==> src/bpmc_cfg.svh <==
// Constants of the protection and mode control block.
`ifndef BPMC_CFG_SVH
`define BPMC_CFG_SVH
`define BPMC_CLK_MHZ 125
`define BPMC_ADV_STEP_US 20
`define BPMC_ADV_STEP_CYC (`BPMC_ADV_STEP_US * `BPMC_CLK_MHZ)
`define BPMC_ILIM_STEP_MA 125
`define BPMC_STBY_PERMIL 15
`define BPMC_SLEEP_CYC 125000
`define BPMC_SLEW_CYC 256
`define BPMC_INIT_CYC 1024
`define BPMC_A_OTP 12'h000
`define BPMC_A_STAT 12'h004
`define BPMC_A_IRQ 12'h008
`define BPMC_A_MASK 12'h00c
`define BPMC_A_CMD 12'h010
`define BPMC_A_MEAS 12'h014
`define BPMC_TACH_DIV2 2'h1
`define BPMC_TACH_DIV3 2'h2
`endif

==> src/bpmc_pkg.sv <==
// Types of the protection and mode control block.
package bpmc_pkg;
	typedef struct packed {
		logic [1:0] min_duty_setting;
		logic sleep_allow;
		logic [3:0] spinup_accel_setting;
		logic [3:0] handoff_threshold;
		logic [2:0] current_cap_setting;
		logic [4:0] advance_angle_code;
		logic tach_divide_option;
	} bpmc_otp_t;
	typedef enum logic [2:0] {
		BPMC_INIT = 3'b000,
		BPMC_RUN = 3'b001,
		BPMC_STBY = 3'b011,
		BPMC_SLEEP = 3'b010
	} bpmc_mode_t;
	typedef struct packed {
		logic [2:0] high_on;
		logic [2:0] low_on;
		logic [2:0] drive_en;
	} bpmc_phase_t;
endpackage

==> src/bpmc_sync.sv <==
// Three-stage pin synchroniser with agreement filter.
`timescale 1ns/1ps
module bpmc_sync (
	input wire logic pclk,
	input wire logic presetn,
	input wire logic din,
	output logic dout
);
	logic [2:0] stage;
	always_ff @(posedge pclk or negedge presetn) begin
		if (!presetn) begin
			stage <= 3'h0;
			dout <= 1'b0;
		end else begin
			stage <= {stage[1:0], din};
			if (stage[1] == stage[2]) begin
				dout <= stage[2];
			end
		end
	end
endmodule

==> src/bpmc_top.sv <==
// Protection and operating-mode control with APB registers.
`timescale 1ns/1ps
`include "bpmc_cfg.svh"
module bpmc_top
	import bpmc_pkg::*;
#(
	parameter int SLEEP_CYC = `BPMC_SLEEP_CYC,
	parameter int SLEW_CYC = `BPMC_SLEW_CYC,
	parameter int INIT_CYC = `BPMC_INIT_CYC
) (
	input wire logic pclk,
	input wire logic presetn,
	input wire logic psel,
	input wire logic penable,
	input wire logic pwrite,
	input wire logic [11:0] paddr,
	input wire logic [31:0] pwdata,
	output logic [31:0] prdata,
	output logic pready,
	output logic pslverr,
	input wire logic pwm_in,
	input wire logic thermal_hot,
	input wire logic thermal_cool,
	input wire logic supply_above_rise,
	input wire logic supply_below_fall,
	input wire logic bemf_zero_cross,
	input wire logic [7:0] duty_permil,
	input wire logic [7:0] motor_speed,
	input wire logic [7:0] torque_meas,
	input wire logic [7:0] resist_meas,
	input wire logic meas_valid,
	input wire logic commutate,
	output bpmc_phase_t phase,
	output logic clamp_low_side_switch,
	output logic [15:0] applied_amp,
	output logic [9:0] current_cap_ma,
	output logic commutate_adv,
	output logic tach_output,
	output logic sleeping,
	output logic irq
);
	localparam logic [11:0] A_OTP = `BPMC_A_OTP;
	localparam logic [11:0] A_STAT = `BPMC_A_STAT;
	localparam logic [11:0] A_IRQ = `BPMC_A_IRQ;
	localparam logic [11:0] A_MASK = `BPMC_A_MASK;
	localparam logic [11:0] A_CMD = `BPMC_A_CMD;
	localparam logic [11:0] A_MEAS = `BPMC_A_MEAS;
	localparam logic [31:0] ADV_STEP = 32'(`BPMC_ADV_STEP_CYC);
	localparam logic [7:0] STBY_LIM = 8'(`BPMC_STBY_PERMIL);
	localparam logic [9:0] ILIM_STEP = 10'(`BPMC_ILIM_STEP_MA);

	typedef struct packed {
		bpmc_otp_t otp;
		bpmc_mode_t mode;
		logic therm_trip;
		logic uv_lock;
		logic [15:0] cmd_buf;
		logic [15:0] cmd_app;
		logic [31:0] slew_cnt;
		logic [31:0] sleep_cnt;
		logic [31:0] init_cnt;
		logic [7:0] kt;
		logic [7:0] rm;
		logic [31:0] adv_cnt;
		logic adv_busy;
		logic [1:0] tach_cnt;
		logic tach;
		logic clamp;
		logic [4:0] irq_stat;
		logic [4:0] irq_mask;
		bpmc_phase_t phase;
		logic [15:0] amp;
		logic [9:0] cap;
		logic adv_pulse;
		logic [31:0] prdata;
		logic pready;
		logic pslverr;
	} bpmc_state_t;

	bpmc_state_t s;
	bpmc_state_t next_s;
	logic pwm_s;
	logic hot_s;
	logic cool_s;
	logic rise_s;
	logic fall_s;
	logic [15:0] bemf;
	logic driving;
	logic gate;
	logic wr;
	logic rd;
	logic [4:0] ev;

	bpmc_sync u_pwm (.pclk(pclk), .presetn(presetn), .din(pwm_in),
		.dout(pwm_s));
	bpmc_sync u_hot (.pclk(pclk), .presetn(presetn), .din(thermal_hot),
		.dout(hot_s));
	bpmc_sync u_cool (.pclk(pclk), .presetn(presetn), .din(thermal_cool),
		.dout(cool_s));
	bpmc_sync u_rise (.pclk(pclk), .presetn(presetn),
		.din(supply_above_rise), .dout(rise_s));
	bpmc_sync u_fall (.pclk(pclk), .presetn(presetn),
		.din(supply_below_fall), .dout(fall_s));

	////////////////////////////////////////////////////////////////////////
	always_comb begin
		next_s = s;
		bemf = 16'(s.kt * motor_speed);
		gate = s.therm_trip || s.uv_lock;
		driving = (s.mode == BPMC_RUN) && !gate;
		// A write lands only at the edge that completes the access phase.
		wr = psel && penable && pwrite && s.pready;
		rd = psel && !penable && !pwrite;
		ev = 5'h0;

		// Protection gates with hysteresis.
		if (hot_s) begin
			next_s.therm_trip = 1'b1;
		end else if (cool_s) begin
			next_s.therm_trip = 1'b0;
		end
		if (fall_s) begin
			next_s.uv_lock = 1'b1;
		end else if (rise_s) begin
			next_s.uv_lock = 1'b0;
		end
		ev[0] = next_s.therm_trip && !s.therm_trip;
		ev[1] = next_s.uv_lock && !s.uv_lock;

		// Speed command slew limiting.
		if (s.slew_cnt != 32'h0) begin
			next_s.slew_cnt = s.slew_cnt - 32'h1;
		end else begin
			next_s.slew_cnt = 32'(SLEW_CYC - 1);
			if (s.cmd_app < s.cmd_buf) begin
				next_s.cmd_app = s.cmd_app + 16'h1;
			end else if (s.cmd_app > s.cmd_buf) begin
				next_s.cmd_app = s.cmd_app - 16'h1;
			end
		end

		// Mode sequencing.
		next_s.sleep_cnt = pwm_s ? 32'h0 : s.sleep_cnt + 32'h1;
		unique case (s.mode)
			BPMC_INIT: begin
				next_s.kt = 8'h0;
				next_s.rm = 8'h0;
				next_s.init_cnt = s.init_cnt + 32'h1;
				if (s.init_cnt >= 32'(INIT_CYC - 1) && !gate) begin
					next_s.mode = BPMC_RUN;
					next_s.init_cnt = 32'h0;
				end
			end
			BPMC_RUN: begin
				if (meas_valid) begin
					next_s.kt = torque_meas;
					next_s.rm = resist_meas;
				end
				if (duty_permil < STBY_LIM) begin
					next_s.mode = BPMC_STBY;
					ev[2] = 1'b1;
				end
			end
			BPMC_STBY: begin
				if (s.otp.sleep_allow &&
						s.sleep_cnt >= 32'(SLEEP_CYC - 1)) begin
					next_s.mode = BPMC_SLEEP;
					ev[3] = 1'b1;
				end else if (duty_permil >= STBY_LIM) begin
					// With sleep_allow clear, kept measurements allow resynchronizing a spinning rotor; with it set, INIT clears them.
					next_s.mode = s.otp.sleep_allow ? BPMC_INIT : BPMC_RUN;
				end
			end
			BPMC_SLEEP: begin
				if (pwm_s) begin
					next_s.mode = BPMC_INIT;
					next_s.init_cnt = 32'h0;
					ev[4] = 1'b1;
				end
			end
		endcase

		// Phase drive with surge clamp on stop.
		// The clamp stays off while a protection gate floats the outputs.
		next_s.clamp = s.phase.drive_en != 3'h0 && !driving && !gate &&
			s.phase.low_on[2];
		if (driving) begin
			next_s.phase.drive_en = 3'h7;
			next_s.phase.high_on = 3'h1;
			next_s.phase.low_on = 3'h4;
		end else begin
			next_s.phase = '0;
			next_s.phase.low_on[2] = next_s.clamp && !gate;
		end
		next_s.amp = (s.cmd_app > bemf) ? s.cmd_app : bemf + 16'h1;
		next_s.cap = 10'(s.otp.current_cap_setting * ILIM_STEP);

		// Advance delay and tach divider.
		next_s.adv_pulse = 1'b0;
		if (commutate && driving) begin
			if (s.otp.advance_angle_code == 5'h0) begin
				next_s.adv_pulse = 1'b1;
			end else begin
				next_s.adv_busy = 1'b1;
				next_s.adv_cnt = 32'(s.otp.advance_angle_code * ADV_STEP);
			end
		end else if (s.adv_busy) begin
			next_s.adv_cnt = s.adv_cnt - 32'h1;
			if (s.adv_cnt == 32'h1) begin
				next_s.adv_busy = 1'b0;
				next_s.adv_pulse = 1'b1;
			end
		end
		if (bemf_zero_cross && driving) begin
			if (s.tach_cnt >= (s.otp.tach_divide_option ?
					`BPMC_TACH_DIV2 : `BPMC_TACH_DIV3)) begin
				next_s.tach_cnt = 2'h0;
				next_s.tach = !s.tach;
			end else begin
				next_s.tach_cnt = s.tach_cnt + 2'h1;
			end
		end

		// APB register access; hardware set wins over clear.
		next_s.pready = psel && penable && !s.pready;
		next_s.pslverr = 1'b0;
		if (psel && !penable) begin
			next_s.pslverr = paddr > A_MEAS || paddr[1:0] != 2'h0;
		end else begin
			next_s.pslverr = s.pslverr && psel;
		end
		if (rd) begin
			unique case (paddr)
				A_OTP: next_s.prdata = 32'(s.otp);
				A_STAT: next_s.prdata = {24'h0, s.mode, sleeping,
					s.clamp, s.uv_lock, s.therm_trip, s.adv_busy};
				A_IRQ: next_s.prdata = {27'h0, s.irq_stat};
				A_MASK: next_s.prdata = {27'h0, s.irq_mask};
				A_CMD: next_s.prdata = {s.cmd_app, s.cmd_buf};
				A_MEAS: next_s.prdata = {16'h0, s.rm, s.kt};
				default: next_s.prdata = 32'h0;
			endcase
		end
		if (wr) begin
			unique case (paddr)
				A_OTP: next_s.otp = bpmc_otp_t'(pwdata[19:0]);
				A_IRQ: next_s.irq_stat = s.irq_stat & ~pwdata[4:0];
				A_MASK: next_s.irq_mask = pwdata[4:0];
				A_CMD: next_s.cmd_buf = pwdata[15:0];
				default: ;
			endcase
		end
		next_s.irq_stat = next_s.irq_stat | ev;
	end

	////////////////////////////////////////////////////////////////////////
	always_ff @(posedge pclk or negedge presetn) begin
		if (!presetn) begin
			s <= '0;
			s.uv_lock <= 1'b1;
		end else begin
			s <= next_s;
		end
	end

	assign phase = s.phase;
	assign clamp_low_side_switch = s.clamp;
	assign applied_amp = s.amp;
	assign current_cap_ma = s.cap;
	assign commutate_adv = s.adv_pulse;
	assign tach_output = s.tach;
	assign prdata = s.prdata;
	assign pready = s.pready;
	assign pslverr = s.pslverr;
	always_ff @(posedge pclk or negedge presetn) begin
		if (!presetn) begin
			sleeping <= 1'b0;
			irq <= 1'b0;
		end else begin
			sleeping <= next_s.mode == BPMC_SLEEP;
			irq <= (next_s.irq_stat & next_s.irq_mask) != 5'h0;
		end
	end
endmodule
==> config.mk <==
export PLATFORM = sky130hd
export DESIGN_NAME = bpmc_top
export DESIGN_NICKNAME = d
export VERILOG_FILES = /design/src/bpmc_pkg.sv /design/src/bpmc_sync.sv /design/src/bpmc_top.sv
export VERILOG_INCLUDE_DIRS = /design/src /design/src/src
export SDC_FILE = /design/constraint.sdc
export NUM_CORES = 1
export LEC_CHECK = 0
export ABC_AREA = 1
export BUFFER_PORTS_ARGS = -buffer_cell sky130_fd_sc_hd__buf_2
export CAP_MARGIN = 20
export CORE_ASPECT_RATIO = 2
export CORE_UTILIZATION = 25
export CTS_CLUSTER_SIZE = 8
export DETAILED_ROUTE_END_ITERATION = 8
export GPL_ROUTABILITY_DRIVEN = 0
export PLACE_DENSITY = 0.45
export SLEW_MARGIN = 15
export SYNTH_ARGS = -nofsm -noshare
export SYNTH_HDL_FRONTEND = slang
export SYNTH_SLANG_ARGS = --single-unit
==> constraint.sdc <==
create_clock -name pclk -period 9.4 [get_ports pclk]
set_input_delay 0.94 -clock pclk [delete_from_list [all_inputs] [get_ports pclk]]
set_output_delay 0.94 -clock pclk [all_outputs]
set_load 0.005 [all_outputs]
* After elaboration in Yosys (flattened, before gate mapping) *
Cells that the tools add are included.

word-level totals
  bits in registers = 308
  output and inout bits = 74

operators by class
  add/subtract/negate cells = 8
  multipliers = 3
  order comparisons = 9
  eq/ne operators = 18
  muxes and demuxes = 43
  bitwise operators = 5
  reduce and logical (&&, ||, !) cells = 46

operator list
  kind                                                                      count
  32-bit case mux with 6 select lines                                       1
  32-bit two-way mux                                                        4
  33-bit two-way mux                                                        3
  32-bit by 1-bit adder with 32-bit output (second input constant)          2
  16-bit two-way mux                                                        4
  32-bit case mux with 2 select lines                                       1
  32-bit by 1-bit subtractor with 32-bit output (second input constant)     2
  16-bit by 1-bit adder with 16-bit output (second input constant)          2
  32-bit by 1-bit equality test with 1-bit output (second input constant)   1
  32-bit by 10-bit >= comparator with 1-bit output (second input constant)  1
  32-bit by 17-bit >= comparator with 1-bit output (second input constant)  1
  16-bit > comparator                                                       2
  16-bit case mux with 2 select lines                                       1
  32-bit nonzero test                                                       1
  12-bit by 4-bit equality test with 1-bit output (second input constant)   2
  12-bit by 5-bit equality test with 1-bit output (second input constant)   2
  1-bit logical AND                                                         18
  1-bit two-way mux                                                         17
  16-bit < comparator                                                       1
  8-bit by 8-bit multiplier with 16-bit output                              1
  16-bit by 1-bit subtractor with 16-bit output (second input constant)     1
  5-bit by 10-bit multiplier with 15-bit output (second input constant)     1
  3-bit two-way mux                                                         5
  2-bit AND reduction                                                       7
  other kinds (29)                                                          51

* Depth between registers and ports, before layout *
Gate-level depths: netlist of run 1.

  word-level depth = 9
  mapped depth = 32
  mapped depth without buffers = 30

* By module *
From an unflattened synthesis of run 1, not the netlist that was laid out.

second synthesis, totals
  cell total of the unflattened synthesis = 2472
  area total of the unflattened synthesis = 19561.3 µm²

by module, submodules not included
  module     times used  cells each  area each (µm²)  sequential area each (µm²)
  bpmc_top   1           2432        18979.5          7033.0
  bpmc_sync  5           8           116.4            100.1

* Worst setup path after synthesis of run 1 *
OpenSTA, ideal clock, no wires.

  path kind = input to register
  start point = input port motor_speed[6]
  end point = register s, in the netlist applied_amp[7]
  library setup time = 0.117 ns
  data arrival time = 5.618 ns
  data required time = 9.283 ns
  path slack = 3.665 ns
  stages = 28
  buffers on the path = 2
  path through = clkbuf_1 -> nand2_1 -> inv_1 -> fa_1 -> fa_1 -> fa_1 -> inv_1 -> fa_1 -> inv_1 -> ha_1 -> a21oi_2 -> nand2_1 -> nand2_1 -> nand3_1 -> nand2_1 -> nand2_1 -> nand2_1 -> nand2_1 -> xor2_1 -> ha_1 -> nand2_1 -> nor2_2 -> nand4_1 -> nand3_2 -> nand2_2 -> buf_6 -> nand2_1 -> nand2_1

RTL lines
  element               line             text
  from (decl)           bpmc_top.sv:28   input wire logic [7:0] motor_speed,
  to (signal assigned)  bpmc_top.sv:262  s <= next_s;
  to (decl)             bpmc_top.sv:80   bpmc_state_t s;

==> results of run 1 <==
-- through the flow --
stage | std cells | utilization [%]
2_1_floorplan | 2425 | -
3_3_place_gp | 3473 | 27.1
3_5_place_dp | 3473 | 27.1
4_1_cts | 3530 | 28.7
5_1_grt | 3530 | 28.7
6_report | 3530 | 28.7
-- sequential cells by signal (all words and copies together) (netlist names), 2 cells and up --
signal and cells:
u_fall.stage 3, u_pwm.stage 3, u_rise.stage 3, u_hot.stage 3
prdata 32, s 214, current_cap_ma 10, applied_amp 16
phase 2, u_cool.stage 3
-- final timing paths --
| check | slack [ns] | to | startpoint | cells past startpoint |
|---|---|---|---|---|
| setup / recovery | 2.95 | applied_amp[15]$_DFF_PN0_ | s[125]$_DFFE_PN0P_ | 26 |
| hold reg to reg | 0.35 | u_cool.stage[1]$_DFF_PN0_ | u_cool.stage[0]$_DFF_PN0_ | 0 |
| min in group pclk | 0.35 | u_cool.stage[1]$_DFF_PN0_ | u_cool.stage[0]$_DFF_PN0_ | 0 |
| max in group asynchronous | 7.64 | s[77]$_DFF_PN0_ | presetn | 2 |
| setup reg to reg | 2.95 | applied_amp[15]$_DFF_PN0_ | s[125]$_DFFE_PN0P_ | 26 |
| hold / removal | 0.35 | s[116]$_DFFE_PN0P_ | presetn | 1 |
-- kinds of logic after synthesis --
logic type	Yosys count
compound gates	342
xor+xnor	67
fa+ha+maj	172
buf+inv	504
flops	301
mux	10
other cells	1
simple gates	1025
-- cells in the final DEF, fill, tap and decap left out, types with 9 or more instances in the layout --
cell	synthesis	final
nor2_1	224	223
clkbuf_1	42	11
nand4_1	45	45
a21oi_1	102	102
nand2_1	490	490
o22ai_1	27	27
ha_1	122	122
clkbuf_16	0	43
buf_2	8	145
nor4_1	26	26
fa_1	45	45
inv_1	375	375
o21ai_1	11	11
nand3_1	142	142
dfrtp_1	300	300
a31oi_1	9	9
nor3_1	55	55
xor2_1	46	46
xnor2_1	21	21
o21ai_0	130	130
-- where the power goes --
group          internal, mW  switching [mW]  total, mW
Combinational         0.270           0.693      0.963
Clock                 0.832           0.614       1.45
Sequential             1.36          0.0592       1.42
-- cell usage after synthesis (5+ instances only) --
| library cell | instances | share of area, % |
|---|---|---|
| nand2_1 | 490 | 9.6 |
| inv_2 | 6 | 0.12 |
| nor2_1 | 224 | 4.4 |
| nand2_2 | 6 | 0.19 |
| buf_2 | 8 | 0.21 |
| buf_4 | 67 | 2.6 |
| nor3b_1 | 5 | 0.19 |
| nor3_2 | 7 | 0.36 |
| fa_1 | 45 | 4.7 |
| nand4_1 | 45 | 1.5 |
| nor4_1 | 26 | 0.84 |
| clkbuf_1 | 42 | 0.82 |
| a211oi_1 | 8 | 0.31 |
| o21ai_0 | 130 | 3.4 |
| inv_1 | 375 | 7.3 |
| or2_2 | 7 | 0.23 |
| and3_1 | 6 | 0.19 |
| a21oi_1 | 102 | 2.7 |
| a31oi_1 | 9 | 0.29 |
| ha_1 | 122 | 7.9 |
| nor3_1 | 55 | 1.4 |
| o211ai_1 | 8 | 0.31 |
| maj3_1 | 5 | 0.26 |
| nor2_2 | 6 | 0.19 |
| mux2i_1 | 6 | 0.31 |
| o31ai_1 | 5 | 0.19 |
| o22ai_1 | 27 | 0.88 |
| nand3_1 | 142 | 3.7 |
| xnor2_1 | 21 | 0.96 |
| dfrtp_1 | 300 | 39 |
| xor2_1 | 46 | 2.1 |
| o21ai_1 | 11 | 0.29 |
-- cell type report --
class / count / area [µm²]
Fill cell: 8222 / 54300
Multi-Input combinational cell: 1620 / 9580
Timing Repair Buffer: 154 / 813
Sequential cell: 301 / 7530
Clock buffer: 55 / 1130
Tap cell: 1015 / 1270
Clock inverter: 2 / 28.8
Inverter: 383 / 1440
-- per-layer routing --
metal	vias up	part of all wire [%]	track usage, %
li1	7935	-	-
met1	7791	36	15.4
met2	369	54	30.0
met3	129	4.4	2.51
met4	4	5.1	7.93
met5	-	0.044	0
==> flow_summary.ini, run 1 <==
[run_status]
status = completed

[critical_path]
worstSetupStartpointType = flop
cp-end-kind = flop
slowest_delay_ns = 0.76
crit_required_ns = 9.90
path_max_fanout = 17
path_class = reg -> reg
worst-path-buf-inv = 3
crit_family = adder cells
slowest_stage = dfrtp_1
worst_ep_arrival_time_ns = 6.96
crit_top_cell = nand2_1

[yosys]
synth_compound_area_share_pct = 10.2
synth_area_mm2 = 0.0193
ys_types = 64
async_reset_ff_share_pct = 100
synthXorXnorAreaFrac_pct = 3.05
synth.avg_cell_area_um2 = 7.95
ys_ff_latch = 301
yosys_most_used_dff = dfrtp_1
synthSimpleGateAreaFrac_pct = 23.0
ys_seq_area_share_pct = 39.1
synthCells = 2422
synthAdderAreaFrac_pct = 12.9
synth_edf_count = 0
synth_top_family_by_area = simple AND/OR/NAND/NOR gates
ys.warnings.count = 0
synthMuxAreaShare_pct = 0.546

[timing]
slew_violations = 0
setup_tns_ns = 0
grt_setup_unrepaired = false
period_share_pct = 68.6
worst_pin_slew_ns = 1.05
whs_ns = 0.347
min_period_ns = 6.45
slew_headroom_pct = 29.1
setup_ws_ns = 2.95
finalSetupViolCount = 0
fmax_mhz = 155
fin_skew_ns = 0.0337
finalHoldViolations = 0

[grt]
grt_max_degree = 159
antenna_found_initial = 3
grt_overflow_total = 0
first_global_vias = 17058
grt_pass1_wl_um = 93300
grt_usage_pct = 15.5

[final_layout]
antenna_cells = 0
area_growth_pct = 13.2
fin_area_mm2 = 0.0218
num-nets-final = 2759
drive_above_1_share_pct = 9.74

[floorplanning]
ios = 163
coreArea_mm2 = 0.0760
die_y_um = 395
start_util_pct = 25.3
die_width_um = 198
rows = 143
dieArea_mm2 = 0.0782

[placement]
dp.final_hpwl_um = 46300
pre_cts_slack_ns = 2.60
place.port_buffers = 146
place_area_mm2 = 0.0206

[clocking]
cts_setup_buffers = 0
cts_root_buffer = clkbuf_16
cts_resized = 0
holdBufCountCts = 0
insertion_delay_ns = 0.58
htree_levels = 2
cts_tree = built
numCtsBuffers = 43
clk_pin_slew_ns = 0.06
cts.sinks = 301
clockBufferDepth = 3

[pwr]
power.total_mw = 3.83
power.leakage_nw = 11.3
peakVddDrop_uv = 95.3
power_density_mw_per_mm2 = 176

[route]
drtIter0Drc = 631
routedWlPerCell_um = 16.8
vias_per_cell = 4.60
dr.pass1.iters = 6
dr_total_vias = 16228
ant_nets = 0
drc = 0
wirelength_um = 59500

[worst_hold_path]
hp-class = in -> async

[flow_run]
maxCapViolations = 0
Power figures use the tool's default switching activity.
==> run 2, diff against run 1 <==
- PLACE_DENSITY: 0.45 -> 0.46
- clock period: 9.4 -> 5.25 ns (I/O delays scaled with it)
==> flow_summary.ini, run 2 (same netlist as run 1, synthesis figures left out) <==
[grt]
first_global_vias = 17425
grt_max_degree = 122
antenna_found_initial = 2
grt_usage_pct = 15.7
grt_overflow_total = 0
grt_pass1_wl_um = 95100

[final_layout]
nFillCells = 8099
final_cell_mix = nand2_1 (469), inv_1 (370), dfrtp_1 (294), nor2_1 (218), buf_2 (145)
regMostFlops = s
antenna_cells = 0
fin_cells = 3607
layout_commonest_cell = nand2_1
multiInputGateArea_mm2 = 0.00999
area_growth_pct = 18.8
fin_area_mm2 = 0.0229
final_core_util_pct = 30.1
largest_register_ffs = 214
regArea_mm2 = 0.00754
drive_above_1_share_pct = 15.1
num-nets-final = 2833

[route]
dr.pass1.iters = 5
wirelength_um = 60400
drc = 0
dr_total_vias = 16533
routedWlPerCell_um = 16.7
drtIter0Drc = 713
vias_per_cell = 4.58
ant_nets = 0

[clocking]
cts_root_buffer = clkbuf_16
clockBufferDepth = 3
numCtsBuffers = 44
cts.sinks = 301
cts_tree = built
holdBufCountCts = 0
insertion_delay_ns = 0.58
clk_pin_slew_ns = 0.06
htree_levels = 2

[critical_path]
crit_required_ns = 5.76
worstSetupStartpointType = flop
crit_family = adder cells
path_max_fanout = 6
slowest_delay_ns = 0.59
worst_ep_arrival_time_ns = 5.58
slowest_stage = fa_1
crit_top_cell = nand2_1
path_class = reg -> reg
cp-end-kind = flop
worst-path-buf-inv = 6

[placement]
pre_cts_slack_ns = -0.345
dp.cells = 3538
place_area_mm2 = 0.0211
dp.final_hpwl_um = 47500
place.port_buffers = 146

[worst_hold_path]
hp-class = in -> async

[timing]
min_period_ns = 5.06
worst_pin_slew_ns = 1.05
finalSetupViolCount = 0
setup_ws_ns = 0.186
fin_skew_ns = 0.0385
fmax_mhz = 197
slew_headroom_pct = 29.5
period_share_pct = 96.5
whs_ns = -0.0451
finalHoldViolations = 17
slew_violations = 0

[floorplanning]
dieArea_mm2 = 0.0782
coreArea_mm2 = 0.0760
start_util_pct = 25.3
die_width_um = 198
die_y_um = 395
ios = 163
rows = 143

[run_status]
status = finished with violations
violations = hold timing

[flow_run]
maxCapViolations = 0

[pwr]
power.total_mw = 7.68
power_density_mw_per_mm2 = 335
peakVddDrop_uv = 418
power.leakage_nw = 11.8
## run 2: changes by cell type in the layout (fill, tap and decap cells not counted), sizes merged
| cell | change |
|---|---|
| clkinv | +5 |
| clkbuf | +2 |
| inv | -3 |
| buf | +73 |
## run 2: report_power, final
group	total (mW)	switching, mW	leakage (nW)	internal (mW)
Combinational	2.50	1.55	7.19	0.950
Sequential	2.52	0.0785	4.01	2.45
Clock	2.66	1.10	0.601	1.56
Total	7.68	2.72	11.8	4.96
## run 2: worst reg2reg max path: cells and delay by family (launching register included)
family | cells | cell delay (ns)
AO/OA/AOI/OAI | 1 | 0.17
XOR/XNOR | 1 | 0.19
flip-flops | 1 | 0.45
AND/OR/NAND/NOR | 14 | 1.23
buffers and inverters | 6 | 0.58
adder cells (fa/ha/maj) | 6 | 2.37
## run 2: layout make-up
| type | count | share of cell area (%) |
|---|---|---|
| multi-input cells | 1620 | 43.7 |
| flip-flops and latches | 301 | 33.0 |
| inverters | 383 | 6.28 |
| repair buffers | 227 | 6.11 |
| well taps | 1015 | 5.55 |
| clock buffers | 57 | 5.16 |
| clock inverters | 4 | 0.262 |
## run 2: routing by layer
metal	GRT usage (%)	wire length [µm]	up-vias
li1	-	-	8081
met1	16.0	22100	8003
met2	30.7	33400	316
met3	2.26	2030	129
met4	7.41	2790	4
met5	0	31	-
## run 2: through the flow
| stage | hold WS (ns) | TNS, ns |
|---|---|---|
| after floorplan | 0.229 | 0 |
| after global placement | 0.341 | -5.12 |
| after detailed placement | 0.338 | -5.29 |
| after CTS | 0.00183 | 0 |
| after global routing | 0.0302 | -0.256 |
| final | -0.0451 | 0 |
## run 2: final timing paths
check	from	to	slack [ns]	depth (start not counted)
max	s[130]$_DFFE_PN0P_	applied_amp[1]$_DFF_PN0_	0.19	28
min	presetn	prdata[24]$_DFFE_PN0P_	-0.05	1
max reg2reg	s[130]$_DFFE_PN0P_	applied_amp[1]$_DFF_PN0_	0.19	28
min reg2reg	u_cool.stage[0]$_DFF_PN0_	u_cool.stage[1]$_DFF_PN0_	0.35	0
max in group asynchronous	presetn	s[128]$_DFFE_PN0P_	3.95	2
min in group pclk	supply_below_fall	u_fall.stage[0]$_DFF_PN0_	0.06	1
## run 2: what timing repair did
item	in CTS	in global routing
resized for setup	18	79
gates cloned	1	0
setup endpoints to repair	16	16
setup buffers	0	7
pin swaps	6	46
